$ cat config.mk
export PLATFORM = sky130hd
export DESIGN_NAME = asr_ctrl
export DESIGN_NICKNAME = d
export VERILOG_FILES = /design/src/asr_pkg.sv /design/src/asr_sync.sv /design/src/asr_ctrl.sv
export SDC_FILE = /design/constraint.sdc
export NUM_CORES = 1
export LEC_CHECK = 0
export BUFFER_PORTS_ARGS = -buffer_cell sky130_fd_sc_hd__buf_2
export CAP_MARGIN = 5
export CORE_ASPECT_RATIO = 0.75
export CORE_MARGIN = 8
export CORE_UTILIZATION = 30
export CTS_BUF_LIST = sky130_fd_sc_hd__clkbuf_8
export DETAILED_ROUTE_END_ITERATION = 8
export PLACE_DENSITY = 0.55
export SLEW_MARGIN = 20
export SYNTH_ARGS = -nofsm -noshare
export SYNTH_HDL_FRONTEND = slang
export SYNTH_SLANG_ARGS = --single-unit
$ cat constraint.sdc
create_clock -name i_sys_clk -period 1.7 [get_ports i_sys_clk]
set_input_delay 0.255 -clock i_sys_clk [delete_from_list [all_inputs] [get_ports i_sys_clk]]
set_output_delay 0.255 -clock i_sys_clk [all_outputs]
set_load 0.005 [all_outputs]
$ cat src/asr_pkg.sv
// Package of constants and types for the asynchronous static RAM controller.
package asr_pkg;
   localparam int unsigned ASR_CLK_PERIOD_NS = 50;
   localparam int unsigned ASR_ADDR_W = 18;
   localparam int unsigned ASR_DATA_W = 16;
   localparam int unsigned ASR_LANE_W = 8;
   localparam int unsigned ASR_LOW_LANE_LSB = 0;
   localparam int unsigned ASR_UP_LANE_LSB = 8;
   localparam int unsigned ASR_CNT_W = 4;
   // Timing figures in nanoseconds.
   localparam int unsigned READ_CYCLE_MIN_NS = 12;
   localparam int unsigned WRITE_CYCLE_MIN_NS = 12;
   localparam int unsigned ADDRESS_ACCESS_MAX_NS = 12;
   localparam int unsigned SELECT_ACCESS_MAX_NS = 12;
   localparam int unsigned OUTPUT_HIGHZ_MAX_NS = 6;
   localparam int unsigned WRITE_PULSE_MIN_NS = 8;
   localparam int unsigned ADDRESS_SETUP_MIN_NS = 0;
   localparam int unsigned WRITE_RECOVERY_MIN_NS = 0;
   localparam int unsigned DATA_SETUP_MIN_NS = 6;
   localparam int unsigned DATA_HOLD_MIN_NS = 0;
   // Cycle counts: least times round up, at least one cycle each.
   localparam int unsigned ASR_ACCESS_CYC_I =
      (ADDRESS_ACCESS_MAX_NS + ASR_CLK_PERIOD_NS - 1) / ASR_CLK_PERIOD_NS;
   localparam int unsigned ASR_PULSE_CYC_I =
      (WRITE_PULSE_MIN_NS + ASR_CLK_PERIOD_NS - 1) / ASR_CLK_PERIOD_NS;
   localparam int unsigned ASR_TURN_CYC_I =
      (OUTPUT_HIGHZ_MAX_NS + ASR_CLK_PERIOD_NS - 1) / ASR_CLK_PERIOD_NS;
   // Two cycles are added to access: the data pins pass a synchroniser.
   localparam logic [ASR_CNT_W-1:0] ASR_READ_CYC =
      ASR_CNT_W'((ASR_ACCESS_CYC_I < 1 ? 1 : ASR_ACCESS_CYC_I) + 2);
   localparam logic [ASR_CNT_W-1:0] ASR_WRITE_CYC =
      ASR_CNT_W'(ASR_PULSE_CYC_I < 1 ? 1 : ASR_PULSE_CYC_I);
   localparam logic [ASR_CNT_W-1:0] ASR_TURN_CYC =
      ASR_CNT_W'(ASR_TURN_CYC_I < 1 ? 1 : ASR_TURN_CYC_I);
   localparam logic [ASR_ADDR_W-1:0] ASR_ADDR_RST = 18'h00000;
   localparam logic [ASR_DATA_W-1:0] ASR_DATA_RST = 16'h0000;
   typedef enum logic [2:0] {
      ASR_IDLE, ASR_SETUP, ASR_RD, ASR_WR, ASR_REC
   } asr_state_e;
endpackage

$ cat src/asr_sync.sv
// Two-flop synchroniser for a bus of pin inputs.
`timescale 1ns/1ns
module asr_sync #(
   parameter int unsigned WIDTH = 1
) (
   // Clock and reset.
   input wire logic i_sys_clk,
   input wire logic i_reset,
   // Pin side and synchronised side.
   input wire logic [WIDTH-1:0] i_async,
   output logic [WIDTH-1:0] o_sync
);
   typedef struct packed {
      logic [WIDTH-1:0] meta;
      logic [WIDTH-1:0] sync;
   } asr_sync_s;
   asr_sync_s st_r;
   asr_sync_s st_nxt;

   always_comb begin
      st_nxt.meta = i_async;
      st_nxt.sync = st_r.meta;
   end

   always_ff @(posedge i_sys_clk) begin
      if (i_reset) begin
         st_r <= '0;
      end else begin
         st_r <= st_nxt;
      end
   end

   assign o_sync = st_r.sync;
endmodule

$ cat src/asr_ctrl.sv
// Controller that drives an asynchronous 256K x 16 static RAM over its pins.
`timescale 1ns/1ns
module asr_ctrl
   import asr_pkg::*;
(
   // Clock and reset.
   input wire logic i_sys_clk,
   input wire logic i_reset,
   // User request.
   input wire logic i_req_valid,
   output logic o_req_ready,
   input wire logic i_req_write,
   input wire logic [ASR_ADDR_W-1:0] i_req_addr,
   input wire logic [ASR_DATA_W-1:0] i_req_wdata,
   input wire logic [1:0] i_req_lane_en,
   // Read answer.
   output logic o_rsp_valid,
   output logic [ASR_DATA_W-1:0] o_rsp_rdata,
   // Memory pins.
   output logic [ASR_ADDR_W-1:0] o_word_address_bus,
   output logic o_chip_select_low,
   output logic o_output_enable_low,
   output logic o_write_enable_low,
   output logic o_lower_lane_select_low,
   output logic o_upper_lane_select_low,
   input wire logic [ASR_DATA_W-1:0] i_bidir_data_bus,
   output logic [ASR_DATA_W-1:0] o_bidir_data_bus,
   output logic o_bidir_data_bus_oe
);
   typedef struct packed {
      asr_state_e state;
      logic [ASR_CNT_W-1:0] cnt;
      logic write;
      logic [ASR_ADDR_W-1:0] addr;
      logic [ASR_DATA_W-1:0] wdata;
      logic cs_n;
      logic oe_n;
      logic we_n;
      logic lb_n;
      logic ub_n;
      logic data_oe;
      logic rsp_valid;
      logic [ASR_DATA_W-1:0] rdata;
   } asr_ctrl_s;

   asr_ctrl_s st_r;
   asr_ctrl_s st_nxt;
   logic [ASR_DATA_W-1:0] data_sync;
   logic [ASR_DATA_W-1:0] lane_keep;
   logic [ASR_DATA_W-1:0] rd_masked;

   asr_sync #(.WIDTH(ASR_DATA_W)) u_data_sync (
      .i_sys_clk(i_sys_clk),
      .i_reset(i_reset),
      .i_async(i_bidir_data_bus),
      .o_sync(data_sync)
   );

   // Lanes left unselected float at the pins, so their bits are cleared
   // rather than handed on as whatever the bus happened to show.
   always_comb begin
      lane_keep = '0;
      if (!st_r.lb_n) begin
         lane_keep[ASR_LOW_LANE_LSB +: ASR_LANE_W] = {ASR_LANE_W{1'b1}};
      end
      if (!st_r.ub_n) begin
         lane_keep[ASR_UP_LANE_LSB +: ASR_LANE_W] = {ASR_LANE_W{1'b1}};
      end
      rd_masked = data_sync & lane_keep;
   end

   // An access runs IDLE, SETUP, then RD or WR, then REC. Address and lane
   // selects are set one cycle before the strobes fall and kept one cycle
   // after they rise, which covers set-up, recovery and data hold.
   // A read answer follows the take by five cycles; a write takes four.
   always_comb begin
      st_nxt = st_r;
      st_nxt.rsp_valid = 1'b0;
      case (st_r.state)
         ASR_IDLE: begin
            // Strobes stay high here, so the address may move.
            st_nxt.cs_n = 1'b1;
            st_nxt.oe_n = 1'b1;
            st_nxt.we_n = 1'b1;
            st_nxt.data_oe = 1'b0;
            if (i_req_valid) begin
               st_nxt.addr = i_req_addr;
               st_nxt.write = i_req_write;
               st_nxt.wdata = i_req_wdata;
               st_nxt.lb_n = ~i_req_lane_en[0];
               st_nxt.ub_n = ~i_req_lane_en[1];
               st_nxt.state = ASR_SETUP;
            end
         end

         ASR_SETUP: begin
            // Address has stood one full cycle before any strobe falls.
            st_nxt.cs_n = 1'b0;
            if (st_r.write) begin
               // Write low with the selects keeps the memory floating.
               st_nxt.we_n = 1'b0;
               st_nxt.oe_n = 1'b1;
               // Memory is floating, so the bus is ours.
               st_nxt.data_oe = 1'b1;
               st_nxt.cnt = ASR_WRITE_CYC;
               st_nxt.state = ASR_WR;
            end else begin
               // Strobes stay low for access plus the synchroniser depth.
               st_nxt.oe_n = 1'b0;
               st_nxt.data_oe = 1'b0;
               st_nxt.cnt = ASR_READ_CYC;
               st_nxt.state = ASR_RD;
            end
         end

         ASR_RD: begin
            if (st_r.cnt == ASR_CNT_W'(1)) begin
               // Capture while address and strobes still stand.
               st_nxt.rdata = rd_masked;
               st_nxt.rsp_valid = 1'b1;
               st_nxt.cs_n = 1'b1;
               st_nxt.oe_n = 1'b1;
               st_nxt.cnt = ASR_TURN_CYC;
               st_nxt.state = ASR_REC;
            end else begin
               st_nxt.cnt = st_r.cnt - ASR_CNT_W'(1);
            end
         end

         ASR_WR: begin
            // A pulse of one whole clock is far above the least width.
            if (st_r.cnt == ASR_CNT_W'(1)) begin
               // Window closes; address and data stay one more cycle.
               st_nxt.we_n = 1'b1;
               st_nxt.cs_n = 1'b1;
               st_nxt.cnt = ASR_TURN_CYC;
               st_nxt.state = ASR_REC;
            end else begin
               st_nxt.cnt = st_r.cnt - ASR_CNT_W'(1);
            end
         end

         ASR_REC: begin
            // Recovery keeps every strobe high while the bus turns round,
            // so the next address may change as soon as this state ends.
            st_nxt.cs_n = 1'b1;
            st_nxt.oe_n = 1'b1;
            st_nxt.we_n = 1'b1;
            st_nxt.data_oe = 1'b0;
            if (st_r.cnt == ASR_CNT_W'(1)) begin
               st_nxt.lb_n = 1'b1;
               st_nxt.ub_n = 1'b1;
               st_nxt.state = ASR_IDLE;
            end else begin
               st_nxt.cnt = st_r.cnt - ASR_CNT_W'(1);
            end
         end

         default: begin
            // An unknown state releases the pins and returns to idle.
            st_nxt.cs_n = 1'b1;
            st_nxt.oe_n = 1'b1;
            st_nxt.we_n = 1'b1;
            st_nxt.lb_n = 1'b1;
            st_nxt.ub_n = 1'b1;
            st_nxt.data_oe = 1'b0;
            st_nxt.state = ASR_IDLE;
         end
      endcase
   end

   // Reset puts every strobe high and releases the data pins.
   always_ff @(posedge i_sys_clk) begin
      if (i_reset) begin
         st_r.state <= ASR_IDLE;
         st_r.cnt <= '0;
         st_r.write <= 1'b0;
         st_r.addr <= ASR_ADDR_RST;
         st_r.wdata <= ASR_DATA_RST;
         st_r.cs_n <= 1'b1;
         st_r.oe_n <= 1'b1;
         st_r.we_n <= 1'b1;
         st_r.lb_n <= 1'b1;
         st_r.ub_n <= 1'b1;
         st_r.data_oe <= 1'b0;
         st_r.rsp_valid <= 1'b0;
         st_r.rdata <= ASR_DATA_RST;
      end else begin
         st_r <= st_nxt;
      end
   end

   assign o_req_ready = (st_r.state == ASR_IDLE);
   assign o_rsp_valid = st_r.rsp_valid;
   assign o_rsp_rdata = st_r.rdata;
   assign o_word_address_bus = st_r.addr;
   assign o_chip_select_low = st_r.cs_n;
   assign o_output_enable_low = st_r.oe_n;
   assign o_write_enable_low = st_r.we_n;
   assign o_lower_lane_select_low = st_r.lb_n;
   assign o_upper_lane_select_low = st_r.ub_n;
   assign o_bidir_data_bus = st_r.wdata;
   assign o_bidir_data_bus_oe = st_r.data_oe;
endmodule

==> flow_metrics.tcl, run 1 <==
set metrics [dict create \
    synthXorXnorAreaFrac_pct 0 \
    design.core.area_sq_mm 0.0123 \
    maxCapViolations 0 \
    max_freq_mhz 621 \
    crit_start "st_r[59]" \
    synth-simple-area-share_pct 22.7 \
    worst_slew_pin_slew_ns 0.478 \
    drtAntennaViolNets 0 \
    die_area_sq_mm 0.0166 \
    synth_fp_nets 495 \
    hpwl_mm 6.55 \
    grt_pass1_wl_mm 14.9 \
    path_class "register to register" \
    final-setup-viol-count 0 \
    worstPathMaxFanout 17 \
    synth_top_family_by_area "simple AND/OR/NAND/NOR gates" \
    seqCellArea_sq_mm 0.00194 \
    cp.arrival_ns 1.84 \
    cts_hold_buf 0 \
    hold_viol 0 \
    die_width_microns 146 \
    period_minus_slack_ns 1.61 \
    slew_headroom_pct 68.1 \
    vdd_drop_max_mv 0.373 \
    cts_tree "done" \
    vias_per_cell 4.37 \
    netlist_top_cells_area "dfxtp_1, buf_4, nand2_1" \
    min_path_type "input port to register" \
    rsz0062_at_grt "false" \
    initial_core_util_pct 30.8 \
    rr_endpoint "o_rsp_rdata[4]" \
    start_kind "register" \
    yosysTopAreaCell "dfxtp_1" \
    rr_worst_depth 7 \
    gr-usage-all-layers_pct 10.9 \
    power.static_leakage_nw 1.92 \
    htree_levels 3 \
    crit_slowest_cell "or3_1" \
    drtIter0Drc 112 \
    rows 35 \
    cts.sinks 97 \
    yosys_warnings 0 \
    grt-ovfl-total 0 \
    layout_common_cells "buf_2, nand2_1, dfxtp_1, a21oi_1, nor2b_1" \
    path_cells "inv_1 -> ha_2 -> nand4bb_1 -> or3_1 -> buf_4 -> nand2_1 -> a21oi_1" \
    ys_seq_elements 97 \
    clkLatencyLatePin_ns 0.36 \
    fin_skew_ns 0.0110 \
    placed_area_sq_mm 0.00421 \
    multiInputGateArea_sq_mm 0.00136 \
    synth_top_area_share_pct 51.0 \
    postRouteWirelength_mm 9.12 \
    clk_pin_slew_ns 0.09 \
    clock-root-buffer "clkbuf_8" \
    grt_pass1_vias 3057 \
    port_buffers 113 \
    first_pass_iters 4 \
    synth_compound_area_share_pct 11.8 \
    outcome "complete, no violations" \
    min_delay_worst_endpoint "u_data_sync.st_nxt[11]" \
    synth_edf_count 0 \
    hold_depth 2 \
    drc 0 \
    slew_viol_final 0 \
    period_share_pct 94.7 \
    reg2reg_slack_ns 0.09 \
    critPathCaptureType "register" \
    ys_seq_area_share_pct 51.0 \
    die_h_microns 114 \
    cpPeakStageDelay_ns 0.35 \
    yosys_most_used_dff "dfxtp_1" \
    nets 562 \
    boundaryPins 114 \
    antenna_cells 0 \
    fin_hold_ws_ns 0.100 \
    synth_area_sq_mm 0.00381 \
    async_reset_ff_share_pct 0 \
    final_layout_size_suffix_gt1_share_pct 29.9 \
    fillerInstances 1312 \
    place_congestion 0.787 \
    antenna_found_initial 0 \
    syn_inst 437 \
    area_growth_pct 17.5 \
    grt_max_degree 52 \
    powerDensity_mw_per_mm2 1090 \
    r2r_start "st_r[59]" \
    cts_buffers 9 \
    clockBufferDepth 2 \
    synth_area_per_cell_sq_um 8.71 \
    synth_mux_area_share_pct 0 \
    tns_ns 0 \
    worstHoldStart "i_bidir_data_bus[11]" \
    vias 2943 \
    worstPathRequired_ns 1.93 \
    wl_per_cell_microns 13.5 \
    yosysUniqueCellTypes 35 \
    final_common_cell "buf_2" \
    fin_area_sq_mm 0.00447 \
    synth_fa_ha_area_share_pct 0.657 \
]
-- routing by layer --
layer | track usage, % | part of all wire [%]
met1 | 13.2 | 46
met5 | 0 | 0
met2 | 16.3 | 43
met4 | 3.08 | 0.98
met3 | 6.33 | 10
-- sequential cells by signal, indices dropped and copies added (netlist names), 8 cells and up --
signal	count
o_word_address_bus	18
o_bidir_data_bus	16
o_rsp_rdata	16
u_data_sync.o_sync	16
u_data_sync.st_nxt	16
st_r	8
-- cell type report --
cell class | count | share of cell area (%)
Clock buffer | 10 | 3.08
Clock inverter | 5 | 1.93
Inverter | 5 | 0.419
Multi-Input combinational cell | 259 | 30.3
Sequential cell | 97 | 43.4
Tap cell | 166 | 4.64
Timing Repair Buffer | 132 | 16.2
-- cells in the mapped netlist (4+ instances only) --
| cell type | count |
|---|---|
| a21oi_1 | 58 |
| buf_2 | 6 |
| buf_4 | 53 |
| clkbuf_1 | 13 |
| dfxtp_1 | 97 |
| inv_1 | 5 |
| nand2_1 | 100 |
| nand3b_1 | 16 |
| nor2_1 | 8 |
| nor2b_1 | 34 |
| o21ai_0 | 6 |
| or3_1 | 4 |
-- timing repair --
action | CTS | global route
hold endpoints to repair | 0 | 0
endpoints found under the setup margin | 1 | 8
setup buffers | 0 | 3
gates resized for setup | 1 | 4
pin swaps | 0 | 0
-- worst max path at each step --
stage | endpoint | slack (ns) | cells past startpoint
after global routing | o_rsp_rdata[4] | 0.0007 | 7
final | o_rsp_rdata[4] | 0.09 | 7
after global placement | st_r[60] | 0.09 | 7
after detailed placement | st_r[60] | 0.02 | 7
after CTS | st_r[61] | 0.06 | 7
after floorplan | o_rsp_rdata[4] | 0.08 | 7
-- worst max-delay path: cells and delay by family (launching register included) --
kind / cells / cell delay, ns
AO/OA/AOI/OAI: 1 / 0.06
adder cells (fa/ha/maj): 1 / 0.19
buffers and inverters: 2 / 0.28
flip-flops: 1 / 0.33
AND/OR/NAND/NOR: 3 / 0.63
-- power breakdown --
part	leakage [nW]	total (mW)	internal (mW)	switching, mW
sequential	0.796	2.50	2.41	0.0891
clock	0.113	1.67	0.874	0.797
combinational	1.01	0.729	0.339	0.390
total	1.92	4.90	3.62	1.28
-- logic make-up after synthesis --
| group | count (synthesis) |
|---|---|
| flops | 97 |
| buf+inv | 81 |
| simple gates | 176 |
| compound gates | 81 |
| fa+ha+maj | 2 |
-- stage by stage --
step	total power, mW	worst slack (ns)	cells	util (%)
2_1_floorplan	3.04	0.0801	437	-
3_3_place_gp	3.23	0.0884	656	34.1
3_5_place_dp	3.25	0.0189	656	34.1
4_1_cts	4.96	0.0618	671	35.9
5_1_grt	5.18	0.000691	674	36.2
6_report	4.90	0.0893	674	36.2
Power figures use the tool's default switching activity.
==> run 2, diff against run 1 <==
--- a/config.mk
+++ b/config.mk
@@ -12,7 +12,7 @@
 export CORE_UTILIZATION = 30
 export CTS_BUF_LIST = sky130_fd_sc_hd__clkbuf_8
 export DETAILED_ROUTE_END_ITERATION = 8
-export PLACE_DENSITY = 0.55
+export PLACE_DENSITY = 0.54
 export SLEW_MARGIN = 20
 export SYNTH_ARGS = -nofsm -noshare
 export SYNTH_HDL_FRONTEND = slang
==> run 2 against run 1 <==
Effect of this change:
- combinational power decreased by 3.7%
- clock skew decreased by 0.0011 ns
- critical path depth increased by 1
- sequential power about the same
- worst setup slack improved by 0.0034 ns
- non-clock buffer count decreased by 1
- clock power decreased by 12%
- maximum frequency increased by 0.21%
- largest power group unchanged
- highest routed layer unchanged
==> flow_metrics.tcl, run 2 (same netlist as run 1, synthesis figures left out) <==
set metrics [dict create \
    placed_area_sq_mm 0.00419 \
    area_growth_pct 15.9 \
    fillerInstances 1316 \
    antenna_cells 0 \
    clockBufferDepth 2 \
    tns_ns 0 \
    final_layout_size_suffix_gt1_share_pct 29.7 \
    cts.sinks 97 \
    clock-root-buffer "clkbuf_8" \
    rows 35 \
    powerDensity_mw_per_mm2 1060 \
    antenna_found_initial 0 \
    nets 561 \
    initial_core_util_pct 30.8 \
    die_h_microns 114 \
    slew_headroom_pct 73.5 \
    hold_depth 2 \
    fin_area_sq_mm 0.00441 \
    boundaryPins 114 \
    design.core.area_sq_mm 0.0123 \
    outcome "complete, no violations" \
    drtIter0Drc 123 \
    start_kind "register" \
    first_pass_iters 5 \
    worst_slew_pin_slew_ns 0.397 \
    drc 0 \
    period_minus_slack_ns 1.61 \
    worst_slack_ns 0.0927 \
    cts_tree "done" \
    grt-ovfl-total 0 \
    dpl.cell_count 655 \
    vias_per_cell 4.31 \
    place_congestion 0.796 \
    power.static_leakage_nw 1.90 \
    port_buffers 113 \
    postRouteWirelength_mm 8.83 \
    maxCapViolations 0 \
    grt_pass1_vias 2927 \
    clkLatencyLatePin_ns 0.36 \
    min_path_type "input port to register" \
    hpwl_mm 6.50 \
    wl_per_cell_microns 13.1 \
    max_freq_mhz 622 \
    period_share_pct 94.5 \
    slew_viol_final 0 \
    largest_reg_flops 18 \
    die_width_microns 146 \
    final-setup-viol-count 0 \
    worstPathRequired_ns 1.94 \
    critPathCaptureType "register" \
    die_area_sq_mm 0.0166 \
    layout_common_cells "buf_2, nand2_1, dfxtp_1, a21oi_1, nor2b_1" \
    cp.arrival_ns 1.85 \
    place_ws_ns 0.00403 \
    rr_worst_depth 8 \
    finish.utilization_pct 35.7 \
    hold_viol 0 \
    vdd_drop_max_mv 0.440 \
    fin_skew_ns 0.00992 \
    grt_max_degree 43 \
    path_class "register to register" \
    worstPathMaxFanout 7 \
    grt_pass1_wl_mm 14.4 \
    vias 2903 \
    gr-usage-all-layers_pct 10.6 \
    layout.cells.non_filler 674 \
    drtAntennaViolNets 0 \
    cts_buffers 9 \
    final_common_cell "buf_2" \
    clk_pin_slew_ns 0.10 \
    htree_levels 3 \
]
## run 2: power by group
group | internal [mW] | leakage [nW] | switching, mW
registers | 2.41 | 0.796 | 0.0846
logic | 0.324 | 1.01 | 0.379
clock network | 0.608 | 0.0984 | 0.860
## run 2: worst paths after layout
| path | from | endpoint | slack [ns] |
|---|---|---|---|
| max | st_r[59] | st_r[58] | 0.09 |
| min | i_bidir_data_bus[14] | u_data_sync.st_nxt[14] | 0.10 |
| max reg2reg | st_r[59] | st_r[58] | 0.09 |
| min reg2reg | u_data_sync.st_nxt[11] | u_data_sync.o_sync[11] | 0.44 |
## run 2: cell type report
type	instances	area, sq um	area share (%)
Clock inverter	6	58.8	1.33
Tap cell	166	208	4.71
Clock buffer	10	138	3.12
Multi-Input combinational cell	259	1350	30.6
Timing Repair Buffer	131	701	15.9
Inverter	5	18.8	0.425
Sequential cell	97	1940	44.0
## run 2: stage by stage
step | hold slack (ns) | power, mW
after global routing | 0.0732 | 4.97
after CTS | 0.0762 | 4.73
final | 0.103 | 4.66
after detailed placement | 0.420 | 3.24
after global placement | 0.417 | 3.22
after floorplan | 0.383 | 3.04
## run 2: worst max-delay path, stage by stage, from the launching register on
cell	delay (ns)
dfxtp_1	0.36
inv_1	0.07
ha_1	0.20
nor3b_2	0.17
buf_4	0.17
buf_4	0.14
o21a_1	0.15
o21ai_0	0.15
a21oi_1	0.08
## run 2: timing repair
| action | CTS | global route |
|---|---|---|
| setup buffers | 0 | 3 |
| setup endpoints to repair | 1 | 18 |
| hold buffers | 0 | 0 |
| gates resized for setup | 1 | 1 |
| gates cloned | 0 | 0 |
## run 2: per-layer routing
layer | global-route usage, % | share of wire, % | vias to the layer above
met5 | 0 | 0 | -
met4 | 2.67 | 0.73 | 0
met3 | 6.49 | 10 | 5
met2 | 15.6 | 43 | 79
met1 | 12.8 | 46 | 1318
li1 | - | - | 1501
